===== config.mk =====
export PLATFORM = sky130hd
export DESIGN_NAME = mcp_protect
export DESIGN_NICKNAME = d
export VERILOG_FILES = /design/src/pkg/mcp_pkg.sv /design/src/mcp_protect.sv
export SDC_FILE = /design/constraint.sdc
export NUM_CORES = 2
export LEC_CHECK = 0
export BUFFER_PORTS_ARGS = -buffer_cell sky130_fd_sc_hd__buf_2
export CAP_MARGIN = 5
export CORE_UTILIZATION = 67
export CTS_CLUSTER_DIAMETER = 120
export DETAILED_ROUTE_END_ITERATION = 10
export PLACE_DENSITY = 0.85
export SYNTH_ARGS = -nofsm -noshare
export SYNTH_HDL_FRONTEND = slang
export SYNTH_SLANG_ARGS = --single-unit

===== constraint.sdc =====
create_clock -name mclk_i -period 258.9 [get_ports mclk_i]
set_clock_uncertainty 0.05 [all_clocks]
set_input_delay 51.78 -clock mclk_i [delete_from_list [all_inputs] [get_ports mclk_i]]
set_output_delay 51.78 -clock mclk_i [all_outputs]
set_load 0.02 [all_outputs]

===== src/pkg/mcp_pkg.sv =====
package mcp_pkg;
    // timing
    localparam int unsigned CLK_HZ = 10_000_000;
    localparam int unsigned TICK_MS = 100;
    localparam int unsigned TICK_CYC = CLK_HZ / 1000 * TICK_MS;
    localparam int unsigned SP_DELAY_S = 4;
    localparam logic [15:0] SP_TICKS = 16'(SP_DELAY_S * 1000 / TICK_MS);
    localparam int unsigned MINUTE_S = 60;
    localparam logic [9:0] MIN_TICKS = 10'(MINUTE_S * 1000 / TICK_MS);
    localparam logic [5:0] HOUR_MIN = 6'h3c;
    localparam logic [15:0] GF_DLY_MAX = 16'h00c8;
    localparam logic [15:0] JAM_DLY_MIN = 16'h0005;
    localparam logic [15:0] JAM_DLY_MAX = 16'h04e2;

    // percentages
    localparam logic [31:0] STOP_PCT = 32'h0000_0005;
    localparam logic [31:0] SP_UB_PCT = 32'h0000_001e;
    localparam logic [31:0] SP_LOAD_PCT = 32'h0000_0019;
    localparam logic [31:0] FULL_PCT = 32'h0000_0064;
    localparam logic [15:0] JAM_PCT_MIN = 16'h0096;
    localparam logic [15:0] JAM_PCT_MAX = 16'h01c2;
    localparam logic [7:0] THERM_FULL = 8'h64;

    // ground ct ratio codes: 0 is 2000:1, k is (50*k):5 for k = 1..5
    localparam logic [2:0] GF_CT_2000 = 3'h0;
    localparam logic [2:0] GF_CT_MAX = 3'h5;
    localparam logic [31:0] GF_2000_MUL = 32'h0000_0014;
    localparam logic [31:0] GF_X5_DIV = 32'h0000_000a;

    // register word indices (byte address = 4 * index)
    localparam int unsigned NCFG = 11;
    localparam logic [5:0] IDX_RATED = 6'h00;
    localparam logic [5:0] IDX_CT_PRI = 6'h01;
    localparam logic [5:0] IDX_ACCEL = 6'h02;
    localparam logic [5:0] IDX_CTRL = 6'h03;
    localparam logic [5:0] IDX_UB_TRIP = 6'h04;
    localparam logic [5:0] IDX_UB_ALM = 6'h05;
    localparam logic [5:0] IDX_GF_TRIP = 6'h06;
    localparam logic [5:0] IDX_GF_ALM = 6'h07;
    localparam logic [5:0] IDX_UC = 6'h08;
    localparam logic [5:0] IDX_JAM = 6'h09;
    localparam logic [5:0] IDX_GF_CT = 6'h0a;
    localparam logic [5:0] IDX_STATUS = 6'h0b;
    localparam logic [5:0] IDX_UB_RATIO = 6'h0c;
    localparam logic [5:0] IDX_CLEAR = 6'h0d;

    // writable bits of each config word
    localparam logic [NCFG-1:0][31:0] CFG_MASK = {
        32'h0000_0007, 32'hffff_ffff, 32'hffff_ffff, 32'hffff_ffff,
        32'hffff_ffff, 32'hffff_ffff, 32'hffff_ffff, 32'hffff_ffff,
        32'h0000_0707, 32'h0000_ffff, 32'h0000_ffff};
    localparam logic [NCFG-1:0][31:0] CFG_RST = '0;

    // CTRL fields
    localparam int unsigned CTRL_LIM_LSB = 0;
    localparam int unsigned CTRL_AUTO_BIT = 8;
    localparam int unsigned CTRL_BIAS_BIT = 9;
    localparam int unsigned CTRL_UC_LATCH_BIT = 10;
    // level in [15:0], delay (0.1 s units) in [31:16]
    localparam int unsigned LVL_LSB = 0;
    localparam int unsigned DLY_LSB = 16;
    localparam int unsigned CLEAR_BIT = 0;

    // fault flags
    localparam int unsigned NFLAG = 10;
    localparam int unsigned F_ACCEL = 0;
    localparam int unsigned F_OL = 1;
    localparam int unsigned F_STARTS = 2;
    localparam int unsigned F_UBT = 3;
    localparam int unsigned F_UBA = 4;
    localparam int unsigned F_SP = 5;
    localparam int unsigned F_GFT = 6;
    localparam int unsigned F_GFA = 7;
    localparam int unsigned F_UC = 8;
    localparam int unsigned F_JAM = 9;
    localparam int unsigned STAT_FLAG_LSB = 2;
    localparam int unsigned STAT_CNT_LSB = 12;

    localparam logic [1:0] RESP_OKAY = 2'h0;
    localparam logic [1:0] RESP_SLVERR = 2'h2;

    typedef enum logic [1:0] {MCP_STOPPED, MCP_STARTING, MCP_RUNNING} mcp_motor_e;
endpackage : mcp_pkg


===== src/mcp_protect.sv =====
`timescale 1ns/1ps
module mcp_protect
    import mcp_pkg::*;
#(
    parameter int unsigned TICK_CYCLES = TICK_CYC,
    parameter int unsigned MAX_STARTS = 5
) (
    input wire logic mclk_i, // 10 MHz system clock
    input wire logic nrst_i, // async reset, active low
    input wire logic s_axi_awvalid_i, // write address valid
    output logic s_axi_awready_o, // write address ready
    input wire logic [7:0] s_axi_awaddr_i, // write byte address
    input wire logic s_axi_wvalid_i, // write data valid
    output logic s_axi_wready_o, // write data ready
    input wire logic [31:0] s_axi_wdata_i, // write data
    input wire logic [3:0] s_axi_wstrb_i, // write byte strobes
    output logic s_axi_bvalid_o, // write response valid
    input wire logic s_axi_bready_i, // write response ready
    output logic [1:0] s_axi_bresp_o, // write response code
    input wire logic s_axi_arvalid_i, // read address valid
    output logic s_axi_arready_o, // read address ready
    input wire logic [7:0] s_axi_araddr_i, // read byte address
    output logic s_axi_rvalid_o, // read data valid
    input wire logic s_axi_rready_i, // read data ready
    output logic [31:0] s_axi_rdata_o, // read data
    output logic [1:0] s_axi_rresp_o, // read response code
    input wire logic [15:0] ia_i, // phase a current, 0.1 A
    input wire logic [15:0] ib_i, // phase b current, 0.1 A
    input wire logic [15:0] ic_i, // phase c current, 0.1 A
    input wire logic [15:0] neg_seq_i, // negative sequence current, 0.1 A
    input wire logic [15:0] pos_seq_i, // positive sequence current, 0.1 A
    input wire logic [15:0] gnd_sec_i, // ground ct secondary current, mA
    input wire logic [7:0] thermal_used_i, // thermal capacity used, percent
    input wire logic [2:0] nv_starts_i, // saved start count from storage
    output logic [2:0] nv_starts_o, // start count to storage
    output logic [15:0] ub_bias_o, // unbalance ratio to thermal memory, percent
    output logic motor_running_o, // motor in running state
    output logic accel_trip_o, // acceleration time fault
    output logic overload_trip_o, // thermal capacity exceeded
    output logic starts_trip_o, // starts per hour trip
    output logic ub_trip_o, // unbalance trip
    output logic ub_alarm_o, // unbalance alarm
    output logic single_phase_trip_o, // single phase trip
    output logic gf_trip_o, // ground fault trip
    output logic gf_alarm_o, // ground fault alarm
    output logic uc_alarm_o, // undercurrent alarm
    output logic jam_trip_o // mechanical jam trip
);
    localparam int unsigned NTMR = 8;
    localparam int unsigned T_ACCEL = 0;
    localparam int unsigned T_UBT = 1;
    localparam int unsigned T_UBA = 2;
    localparam int unsigned T_SP = 3;
    localparam int unsigned T_GFT = 4;
    localparam int unsigned T_GFA = 5;
    localparam int unsigned T_UC = 6;
    localparam int unsigned T_JAM = 7;

    if (TICK_CYCLES < 1 || TICK_CYCLES > 1_048_576) begin : g_chk_tick
        $error("TICK_CYCLES must be 1 to 2^20");
    end
    if (MAX_STARTS < 1 || MAX_STARTS > 7) begin : g_chk_starts
        $error("MAX_STARTS must be 1 to 7");
    end

    typedef struct packed {
        logic [NCFG-1:0][31:0] cfg;
        mcp_motor_e motor;
        logic [NTMR-1:0][15:0] tmr;
        logic [19:0] div;
        logic [9:0] mdiv;
        logic [MAX_STARTS-1:0][5:0] age;
        logic restored;
        logic [NFLAG-1:0] flags;
        logic aw_got;
        logic w_got;
        logic [7:0] waddr;
        logic [31:0] wdata;
        logic [3:0] wstrb;
        logic bvalid;
        logic [1:0] bresp;
        logic rvalid;
        logic [31:0] rdata;
        logic [1:0] rresp;
    } mcp_state_s;

    mcp_state_s st_reg;
    mcp_state_s st_next;

    // restarts whenever the condition drops, saturates instead of wrapping
    function automatic logic [15:0] timer_step(input logic [15:0] cnt, input logic cond, input logic tick);
        if (!cond) begin
            return 16'h0000;
        end
        if (tick && cnt != 16'hffff) begin
            return cnt + 16'h0001;
        end
        return cnt;
    endfunction : timer_step

    function automatic logic [31:0] apply_strb(input logic [31:0] old, input logic [31:0] wd,
                                               input logic [3:0] strb);
        logic [31:0] res;
        res = old;
        for (int b = 0; b < 4; b++) begin
            if (strb[b]) begin
                res[8*b +: 8] = wd[8*b +: 8];
            end
        end
        return res;
    endfunction : apply_strb

    function automatic logic [2:0] count_starts(input logic [MAX_STARTS-1:0][5:0] ages);
        logic [2:0] n;
        n = 3'h0;
        for (int i = 0; i < MAX_STARTS; i++) begin
            if (ages[i] != 6'h00) begin
                n = n + 3'h1;
            end
        end
        return n;
    endfunction : count_starts

    // derived measurements
    logic [17:0] phase_sum;
    logic [31:0] avg;
    logic [31:0] rated;
    logic above_full;
    logic below_full;
    logic stop_cond;
    logic [31:0] ratio_full;
    logic [15:0] ub_ratio;
    logic [31:0] gnd_amps;
    logic [2:0] start_cnt;
    logic [2:0] start_lim;

    assign phase_sum = {2'b00, ia_i} + {2'b00, ib_i} + {2'b00, ic_i};
    assign avg = 32'(phase_sum / 18'd3);
    assign rated = {16'h0000, st_reg.cfg[IDX_RATED][15:0]};
    assign above_full = avg > rated;
    assign below_full = avg < rated;
    // ct primary is in amps, currents in tenths
    assign stop_cond = avg * FULL_PCT < {16'h0000, st_reg.cfg[IDX_CT_PRI][15:0]} * 32'h0000_000a * STOP_PCT;
    always_comb begin
        ratio_full = 32'h0000_0000;
        if (above_full) begin
            if (pos_seq_i != 16'h0000) begin
                ratio_full = {16'h0000, neg_seq_i} * FULL_PCT / {16'h0000, pos_seq_i};
            end
        end else if (rated != 32'h0000_0000) begin
            ratio_full = {16'h0000, neg_seq_i} * FULL_PCT / rated;
        end
    end
    assign ub_ratio = (ratio_full > 32'h0000_ffff) ? 16'hffff : ratio_full[15:0];
    always_comb begin
        // illegal ratio codes fall back to 2000:1
        if (st_reg.cfg[IDX_GF_CT][2:0] == GF_CT_2000 || st_reg.cfg[IDX_GF_CT][2:0] > GF_CT_MAX) begin
            gnd_amps = {16'h0000, gnd_sec_i} * GF_2000_MUL;
        end else begin
            gnd_amps = {16'h0000, gnd_sec_i} * {29'h0, st_reg.cfg[IDX_GF_CT][2:0]} / GF_X5_DIV;
        end
    end
    assign start_cnt = count_starts(st_reg.age);
    assign start_lim = st_reg.cfg[IDX_CTRL][CTRL_LIM_LSB +: 3];

    always_comb begin
        logic tick;
        logic minute;
        logic do_start;
        logic placed;
        logic motor_on;
        logic [15:0] lvl;
        logic [15:0] dly;
        logic [NFLAG-1:0] fire;
        logic [NTMR-1:0] cond;
        logic [5:0] widx;
        logic clr;
        logic [NFLAG-1:0] latched;
        tick = 1'b0;
        minute = 1'b0;
        do_start = 1'b0;
        placed = 1'b0;
        fire = '0;
        cond = '0;
        clr = 1'b0;
        latched = '0;
        lvl = 16'h0000;
        dly = 16'h0000;
        widx = st_reg.waddr[7:2];
        motor_on = st_reg.motor != MCP_STOPPED;
        st_next = st_reg;

        // 0.1 s tick and minute enable
        if (st_reg.div == 20'(TICK_CYCLES - 1)) begin
            st_next.div = 20'h00000;
            tick = 1'b1;
        end else begin
            st_next.div = st_reg.div + 20'h00001;
        end
        if (tick) begin
            if (st_reg.mdiv == MIN_TICKS - 10'h001) begin
                st_next.mdiv = 10'h000;
                minute = 1'b1;
            end else begin
                st_next.mdiv = st_reg.mdiv + 10'h001;
            end
        end

        // motor state
        unique case (st_reg.motor)
            MCP_STOPPED: begin
                if (above_full) begin
                    st_next.motor = MCP_STARTING;
                    do_start = 1'b1;
                end
            end
            MCP_STARTING: begin
                if (stop_cond) begin
                    st_next.motor = MCP_STOPPED;
                end else if (below_full) begin
                    st_next.motor = MCP_RUNNING;
                end
            end
            MCP_RUNNING: begin
                if (stop_cond) begin
                    st_next.motor = MCP_STOPPED;
                end
            end
        endcase

        // sliding hour: each start holds a slot for sixty minutes
        for (int i = 0; i < MAX_STARTS; i++) begin
            if (minute && st_reg.age[i] != 6'h00) begin
                st_next.age[i] = st_reg.age[i] - 6'h01;
            end
        end
        if (!st_reg.restored) begin
            st_next.restored = 1'b1;
            for (int i = 0; i < MAX_STARTS; i++) begin
                st_next.age[i] = (3'(i) < nv_starts_i) ? HOUR_MIN : 6'h00;
            end
        end else if (do_start) begin
            for (int i = 0; i < MAX_STARTS; i++) begin
                if (!placed && st_reg.age[i] == 6'h00) begin
                    st_next.age[i] = HOUR_MIN;
                    placed = 1'b1;
                end
            end
        end

        // persistence conditions
        cond[T_ACCEL] = st_reg.motor == MCP_STARTING && st_reg.cfg[IDX_ACCEL][15:0] != 16'h0000;
        lvl = st_reg.cfg[IDX_UB_TRIP][LVL_LSB +: 16];
        cond[T_UBT] = motor_on && lvl != 16'h0000 && ub_ratio > lvl;
        cond[T_SP] = lvl != 16'h0000 && motor_on &&
            ((above_full && {16'h0000, ub_ratio} > SP_UB_PCT) ||
             (!above_full && avg * FULL_PCT > rated * SP_LOAD_PCT &&
              (ia_i == 16'h0000 || ib_i == 16'h0000 || ic_i == 16'h0000)));
        lvl = st_reg.cfg[IDX_UB_ALM][LVL_LSB +: 16];
        cond[T_UBA] = motor_on && lvl != 16'h0000 && ub_ratio > lvl;
        lvl = st_reg.cfg[IDX_GF_TRIP][LVL_LSB +: 16];
        cond[T_GFT] = lvl != 16'h0000 && gnd_amps > {16'h0000, lvl};
        lvl = st_reg.cfg[IDX_GF_ALM][LVL_LSB +: 16];
        cond[T_GFA] = lvl != 16'h0000 && gnd_amps > {16'h0000, lvl};
        lvl = st_reg.cfg[IDX_UC][LVL_LSB +: 16];
        cond[T_UC] = motor_on && lvl != 16'h0000 && avg < {16'h0000, lvl};
        lvl = st_reg.cfg[IDX_JAM][LVL_LSB +: 16];
        // out-of-range jam levels act as OFF
        cond[T_JAM] = st_reg.motor == MCP_RUNNING && lvl >= JAM_PCT_MIN && lvl <= JAM_PCT_MAX &&
                      avg * FULL_PCT > rated * {16'h0000, lvl};
        for (int t = 0; t < NTMR; t++) begin
            st_next.tmr[t] = timer_step(st_reg.tmr[t], cond[t], tick);
        end

        // delays in 0.1 s ticks; zero delay fires at once, except jam (5 ticks minimum) and accel (zero is off)
        fire[F_ACCEL] = cond[T_ACCEL] && st_reg.tmr[T_ACCEL] >= st_reg.cfg[IDX_ACCEL][15:0];
        fire[F_OL] = thermal_used_i >= THERM_FULL;
        fire[F_STARTS] = start_lim != 3'h0 && start_cnt >= start_lim && st_reg.motor == MCP_STOPPED;
        fire[F_UBT] = cond[T_UBT] && st_reg.tmr[T_UBT] >= st_reg.cfg[IDX_UB_TRIP][DLY_LSB +: 16];
        fire[F_UBA] = cond[T_UBA] && st_reg.tmr[T_UBA] >= st_reg.cfg[IDX_UB_ALM][DLY_LSB +: 16];
        fire[F_SP] = cond[T_SP] && st_reg.tmr[T_SP] > SP_TICKS;
        dly = st_reg.cfg[IDX_GF_TRIP][DLY_LSB +: 16];
        dly = (dly > GF_DLY_MAX) ? GF_DLY_MAX : dly;
        fire[F_GFT] = cond[T_GFT] && st_reg.tmr[T_GFT] >= dly;
        fire[F_GFA] = cond[T_GFA] && st_reg.tmr[T_GFA] >= st_reg.cfg[IDX_GF_ALM][DLY_LSB +: 16];
        fire[F_UC] = cond[T_UC] && st_reg.tmr[T_UC] >= st_reg.cfg[IDX_UC][DLY_LSB +: 16];
        dly = st_reg.cfg[IDX_JAM][DLY_LSB +: 16];
        dly = (dly < JAM_DLY_MIN) ? JAM_DLY_MIN : ((dly > JAM_DLY_MAX) ? JAM_DLY_MAX : dly);
        fire[F_JAM] = cond[T_JAM] && st_reg.tmr[T_JAM] >= dly;

        // axi write: address and data taken in either order
        if (s_axi_awvalid_i && !st_reg.aw_got) begin
            st_next.aw_got = 1'b1;
            st_next.waddr = s_axi_awaddr_i;
        end
        if (s_axi_wvalid_i && !st_reg.w_got) begin
            st_next.w_got = 1'b1;
            st_next.wdata = s_axi_wdata_i;
            st_next.wstrb = s_axi_wstrb_i;
        end
        if (st_reg.bvalid && s_axi_bready_i) begin
            st_next.bvalid = 1'b0;
        end
        if (st_reg.aw_got && st_reg.w_got && !st_reg.bvalid) begin
            st_next.aw_got = 1'b0;
            st_next.w_got = 1'b0;
            st_next.bvalid = 1'b1;
            st_next.bresp = RESP_OKAY;
            if (widx < 6'(NCFG)) begin
                st_next.cfg[widx] = apply_strb(st_reg.cfg[widx], st_reg.wdata, st_reg.wstrb) & CFG_MASK[widx];
            end else if (widx == IDX_CLEAR) begin
                clr = st_reg.wstrb[0] && st_reg.wdata[CLEAR_BIT];
            end else if (widx != IDX_STATUS && widx != IDX_UB_RATIO) begin
                st_next.bresp = RESP_SLVERR;
            end
        end

        // sticky trips; a new fault in the clear cycle wins
        latched[F_ACCEL] = 1'b1;
        latched[F_OL] = 1'b1;
        latched[F_STARTS] = 1'b1;
        latched[F_UBT] = 1'b1;
        latched[F_SP] = 1'b1;
        latched[F_GFT] = 1'b1;
        latched[F_JAM] = 1'b1;
        latched[F_UC] = st_reg.cfg[IDX_CTRL][CTRL_UC_LATCH_BIT];
        for (int f = 0; f < NFLAG; f++) begin
            if (latched[f]) begin
                st_next.flags[f] = fire[f] || (st_reg.flags[f] && !clr);
            end else begin
                st_next.flags[f] = fire[f];
            end
        end
        // with CTRL auto set, lockout ends when the oldest start leaves the hour
        if (st_reg.cfg[IDX_CTRL][CTRL_AUTO_BIT] && start_cnt < start_lim && !fire[F_STARTS]) begin
            st_next.flags[F_STARTS] = 1'b0;
        end
        if (start_lim == 3'h0) begin
            st_next.flags[F_STARTS] = 1'b0;
        end

        // axi read
        if (st_reg.rvalid && s_axi_rready_i) begin
            st_next.rvalid = 1'b0;
        end
        if (s_axi_arvalid_i && !st_reg.rvalid) begin
            st_next.rvalid = 1'b1;
            st_next.rresp = RESP_OKAY;
            st_next.rdata = 32'h0000_0000;
            if (s_axi_araddr_i[7:2] < 6'(NCFG)) begin
                st_next.rdata = st_reg.cfg[s_axi_araddr_i[7:2]];
            end else if (s_axi_araddr_i[7:2] == IDX_STATUS) begin
                st_next.rdata[1:0] = st_reg.motor;
                st_next.rdata[STAT_FLAG_LSB +: NFLAG] = st_reg.flags;
                st_next.rdata[STAT_CNT_LSB +: 3] = start_cnt;
            end else if (s_axi_araddr_i[7:2] == IDX_UB_RATIO) begin
                st_next.rdata[15:0] = ub_ratio;
            end else if (s_axi_araddr_i[7:2] != IDX_CLEAR) begin
                st_next.rresp = RESP_SLVERR;
            end
        end
    end

    always_ff @(posedge mclk_i or negedge nrst_i) begin
        if (!nrst_i) begin
            st_reg <= '0;
            st_reg.cfg <= CFG_RST;
            st_reg.motor <= MCP_STOPPED;
        end else begin
            st_reg <= st_next;
        end
    end

    assign s_axi_awready_o = !st_reg.aw_got;
    assign s_axi_wready_o = !st_reg.w_got;
    assign s_axi_bvalid_o = st_reg.bvalid;
    assign s_axi_bresp_o = st_reg.bresp;
    assign s_axi_arready_o = !st_reg.rvalid;
    assign s_axi_rvalid_o = st_reg.rvalid;
    assign s_axi_rdata_o = st_reg.rdata;
    assign s_axi_rresp_o = st_reg.rresp;

    assign nv_starts_o = start_cnt;
    // bias path only, protection uses the ratio regardless
    assign ub_bias_o = st_reg.cfg[IDX_CTRL][CTRL_BIAS_BIT] ? ub_ratio : 16'h0000;
    assign motor_running_o = st_reg.motor == MCP_RUNNING;
    assign accel_trip_o = st_reg.flags[F_ACCEL];
    assign overload_trip_o = st_reg.flags[F_OL];
    assign starts_trip_o = st_reg.flags[F_STARTS];
    assign ub_trip_o = st_reg.flags[F_UBT];
    assign ub_alarm_o = st_reg.flags[F_UBA];
    assign single_phase_trip_o = st_reg.flags[F_SP];
    assign gf_trip_o = st_reg.flags[F_GFT];
    assign gf_alarm_o = st_reg.flags[F_GFA];
    assign uc_alarm_o = st_reg.flags[F_UC];
    assign jam_trip_o = st_reg.flags[F_JAM];
endmodule : mcp_protect


==> impl_metrics.toml <==
[status]
status = "finished with violations"
violations = "DRC, capacitance limit, slew limit"

[worst_hold_path]
whs_path_depth = 1
hold_class = "register to register"

[yosys]
async_flop_share_pct = 100.0
yosys_warnings = 0
synthTopCellsByArea = "ha_1 18%, dfrtp_1 15%, fa_1 5.1%, mux2_2 4.3%, nand2_1 4.2%"
ys_ff_latch = 633
avgSynthCellArea_um2 = 8.155
ys_types = 136
synth_edf_count = 0
synth_top_area_share_pct = 18.04
ys_seq_area_share_pct = 15.35
synth_top_cell_by_area = "ha_1"
synthCells = 12653
synthFlopType = "dfrtp_1"
netlist_area_um2 = 103200

[sta]
relSlewSlack_pct = -2.954
fin_crit_ns = 219.76
post-route-period-util_pct = 84.88
hold_slack_ns = 0.4435
tns_ns = 0
slew_violations = 18
finalHoldViolCount = 0
rsz0062_at_grt = "no"
setup_viol = 0
fmaxAchievable_mhz = 4.550
worstMarginPinSlew_ns = 1.539

[critical_path]
required_ns = 207.07
critPathKind = "input port to primary output"
critical_path_arrival_ns = 167.93
critPathMostFrequentCell = "o21a_1"
crit_path_max_incr_delay_ns = 0.79
cp-endpoint = "ub_bias_o[0]"
r2r_setup_slack_ns = 142.42
reg2reg_to = "st_reg[200]"
reg2reg_depth = 499
cp-end-kind = "primary output"
r2r_start = "rated[14]"
startpoint = "neg_seq_i[2]"
cp-start-kind = "input port"
crit_slowest_cell = "nand3_1"
crit_fanout = 33

[floorplan]
start_util_pct = 67.69
core_um2 = 152400
rows = 143
die_w_um = 394.4
dieArea_um2 = 155600
io_pins = 237
die_y_um = 394.4

[detailed_routing]
via_count = 99623
drt_iter0_drc = 9280
route.detailed.drc = 2
drtAntennaViolNets = 0
avgRoutedWirePerCell_um = 22.24
wirelength_mm = 328.0
drt-pass1-iter-count = 10
via_per_inst = 6.754

[finish]
largest_reg_flops = 571
multi_input_area_um2 = 82400
drive_gt1_share_pct = 10.29
final_common_cell = "ha_1"
instances_no_fill = 14750
syn2layout_area_growth_pct = 5.231
fin_util_pct = 71.23
register_area_um2 = 15850
fin_nets = 14566
layout_common_cells = "1,488 x ha_1, 1,153 x nand2_1, 967 x nor2_1"
fillCellCount = 11997

[place]
dp_cells = 14616
gp_congestion = 1.028
portBuffers = 228
dp_hpwl_mm = 252.3

[cts]
clock-sinks = 633
postCtsSetupBuffers = 0
cts_tree = "yes"
ctsHoldBuffers = 0
clock_path_buffers = 3
path_clk_slew_ns = 0.06
cts_buffers = 59
root_buffer = "clkbuf_16"
ctsHtreeMaxLevel = 2
cts_resized = 0
worstSkewPairLatency_ns = 0.69

[global_route]
antenna_found_initial = 32
grt_first_pass_wirelength_mm = 518.5
grtUsageTotal_pct = 41.10
grt_overflow_total = 0
grt_pass1_vias = 98110
grt_max_degree = 192

[flow_run]
max-cap-violations = 2
[area by class of cell]
cell class / count / share of cell area, %
antenna: 23 / 0.05301
clock buffer: 75 / 1.536
clock inverter: 36 / 0.4621
inverter: 848 / 2.934
multi-input combinational: 10717 / 75.89
sequential: 633 / 14.60
tap: 2030 / 2.339
timing repair buffer: 388 / 2.194
[cell usage after synthesis (all sizes together) (240+ instances only)]
cell type and instances:
ha 1488, nor3 583, inv 848, fa 265, dfrtp 633, nand2 1156, o21ai 654, clkbuf 328
o31ai 254, o21a 467, mux2 392, xnor2 418, a21oi 744, xor2 243, nand3 240, nor2 978
[kinds of logic after synthesis]
logic type	synth area share [%]
flip-flops	15.35
AO/OA/AOI/OAI	20.95
multiplexers	9.384
XOR/XNOR	5.625
AND/OR/NAND/NOR	20.40
other	0.007278
adder cells (fa/ha/maj)	23.23
buffers and inverters	5.048
[routing by layer]
metal,track usage [%],part of all wire (%)
met3,8.229,9.2
met5,0,0.021
met2,66.74,45
met1,49.51,38
met4,26.88,7.5
[through the flow]
step	worst slack, ns	instance area [µm²]
5_1_grt	31.01	108600
2_1_floorplan	53.47	103300
3_5_place_dp	42.46	106400
6_report	39.14	108600
4_1_cts	41.66	108500
3_3_place_gp	44.96	106400
[worst min path at each step]
stage | start | slack [ns] | endpoint
after global routing | s_axi_rdata_o[7] | 0.45 | s_axi_rdata_o[7]
after CTS | s_axi_rdata_o[7] | 0.44 | s_axi_rdata_o[7]
after floorplan | st_reg[139] | 0.40 | st_reg[139]
after detailed placement | s_axi_rdata_o[7] | 0.43 | s_axi_rdata_o[7]
final | st_reg[145] | 0.44 | st_reg[145]
after global placement | s_axi_rdata_o[9] | 0.41 | s_axi_rdata_o[9]
[critical path, delay by kind of cell]
kind | cells | cell delay (ns)
simple gates | 106 | 25.93
compound gates | 317 | 70.92
fa+ha+maj | 36 | 11.26
mux | 6 | 2.16
buf+inv | 27 | 5.46
Power is not shown: default switching activity piles up to over one toggle a cycle in this logic, so the estimate is an artifact.
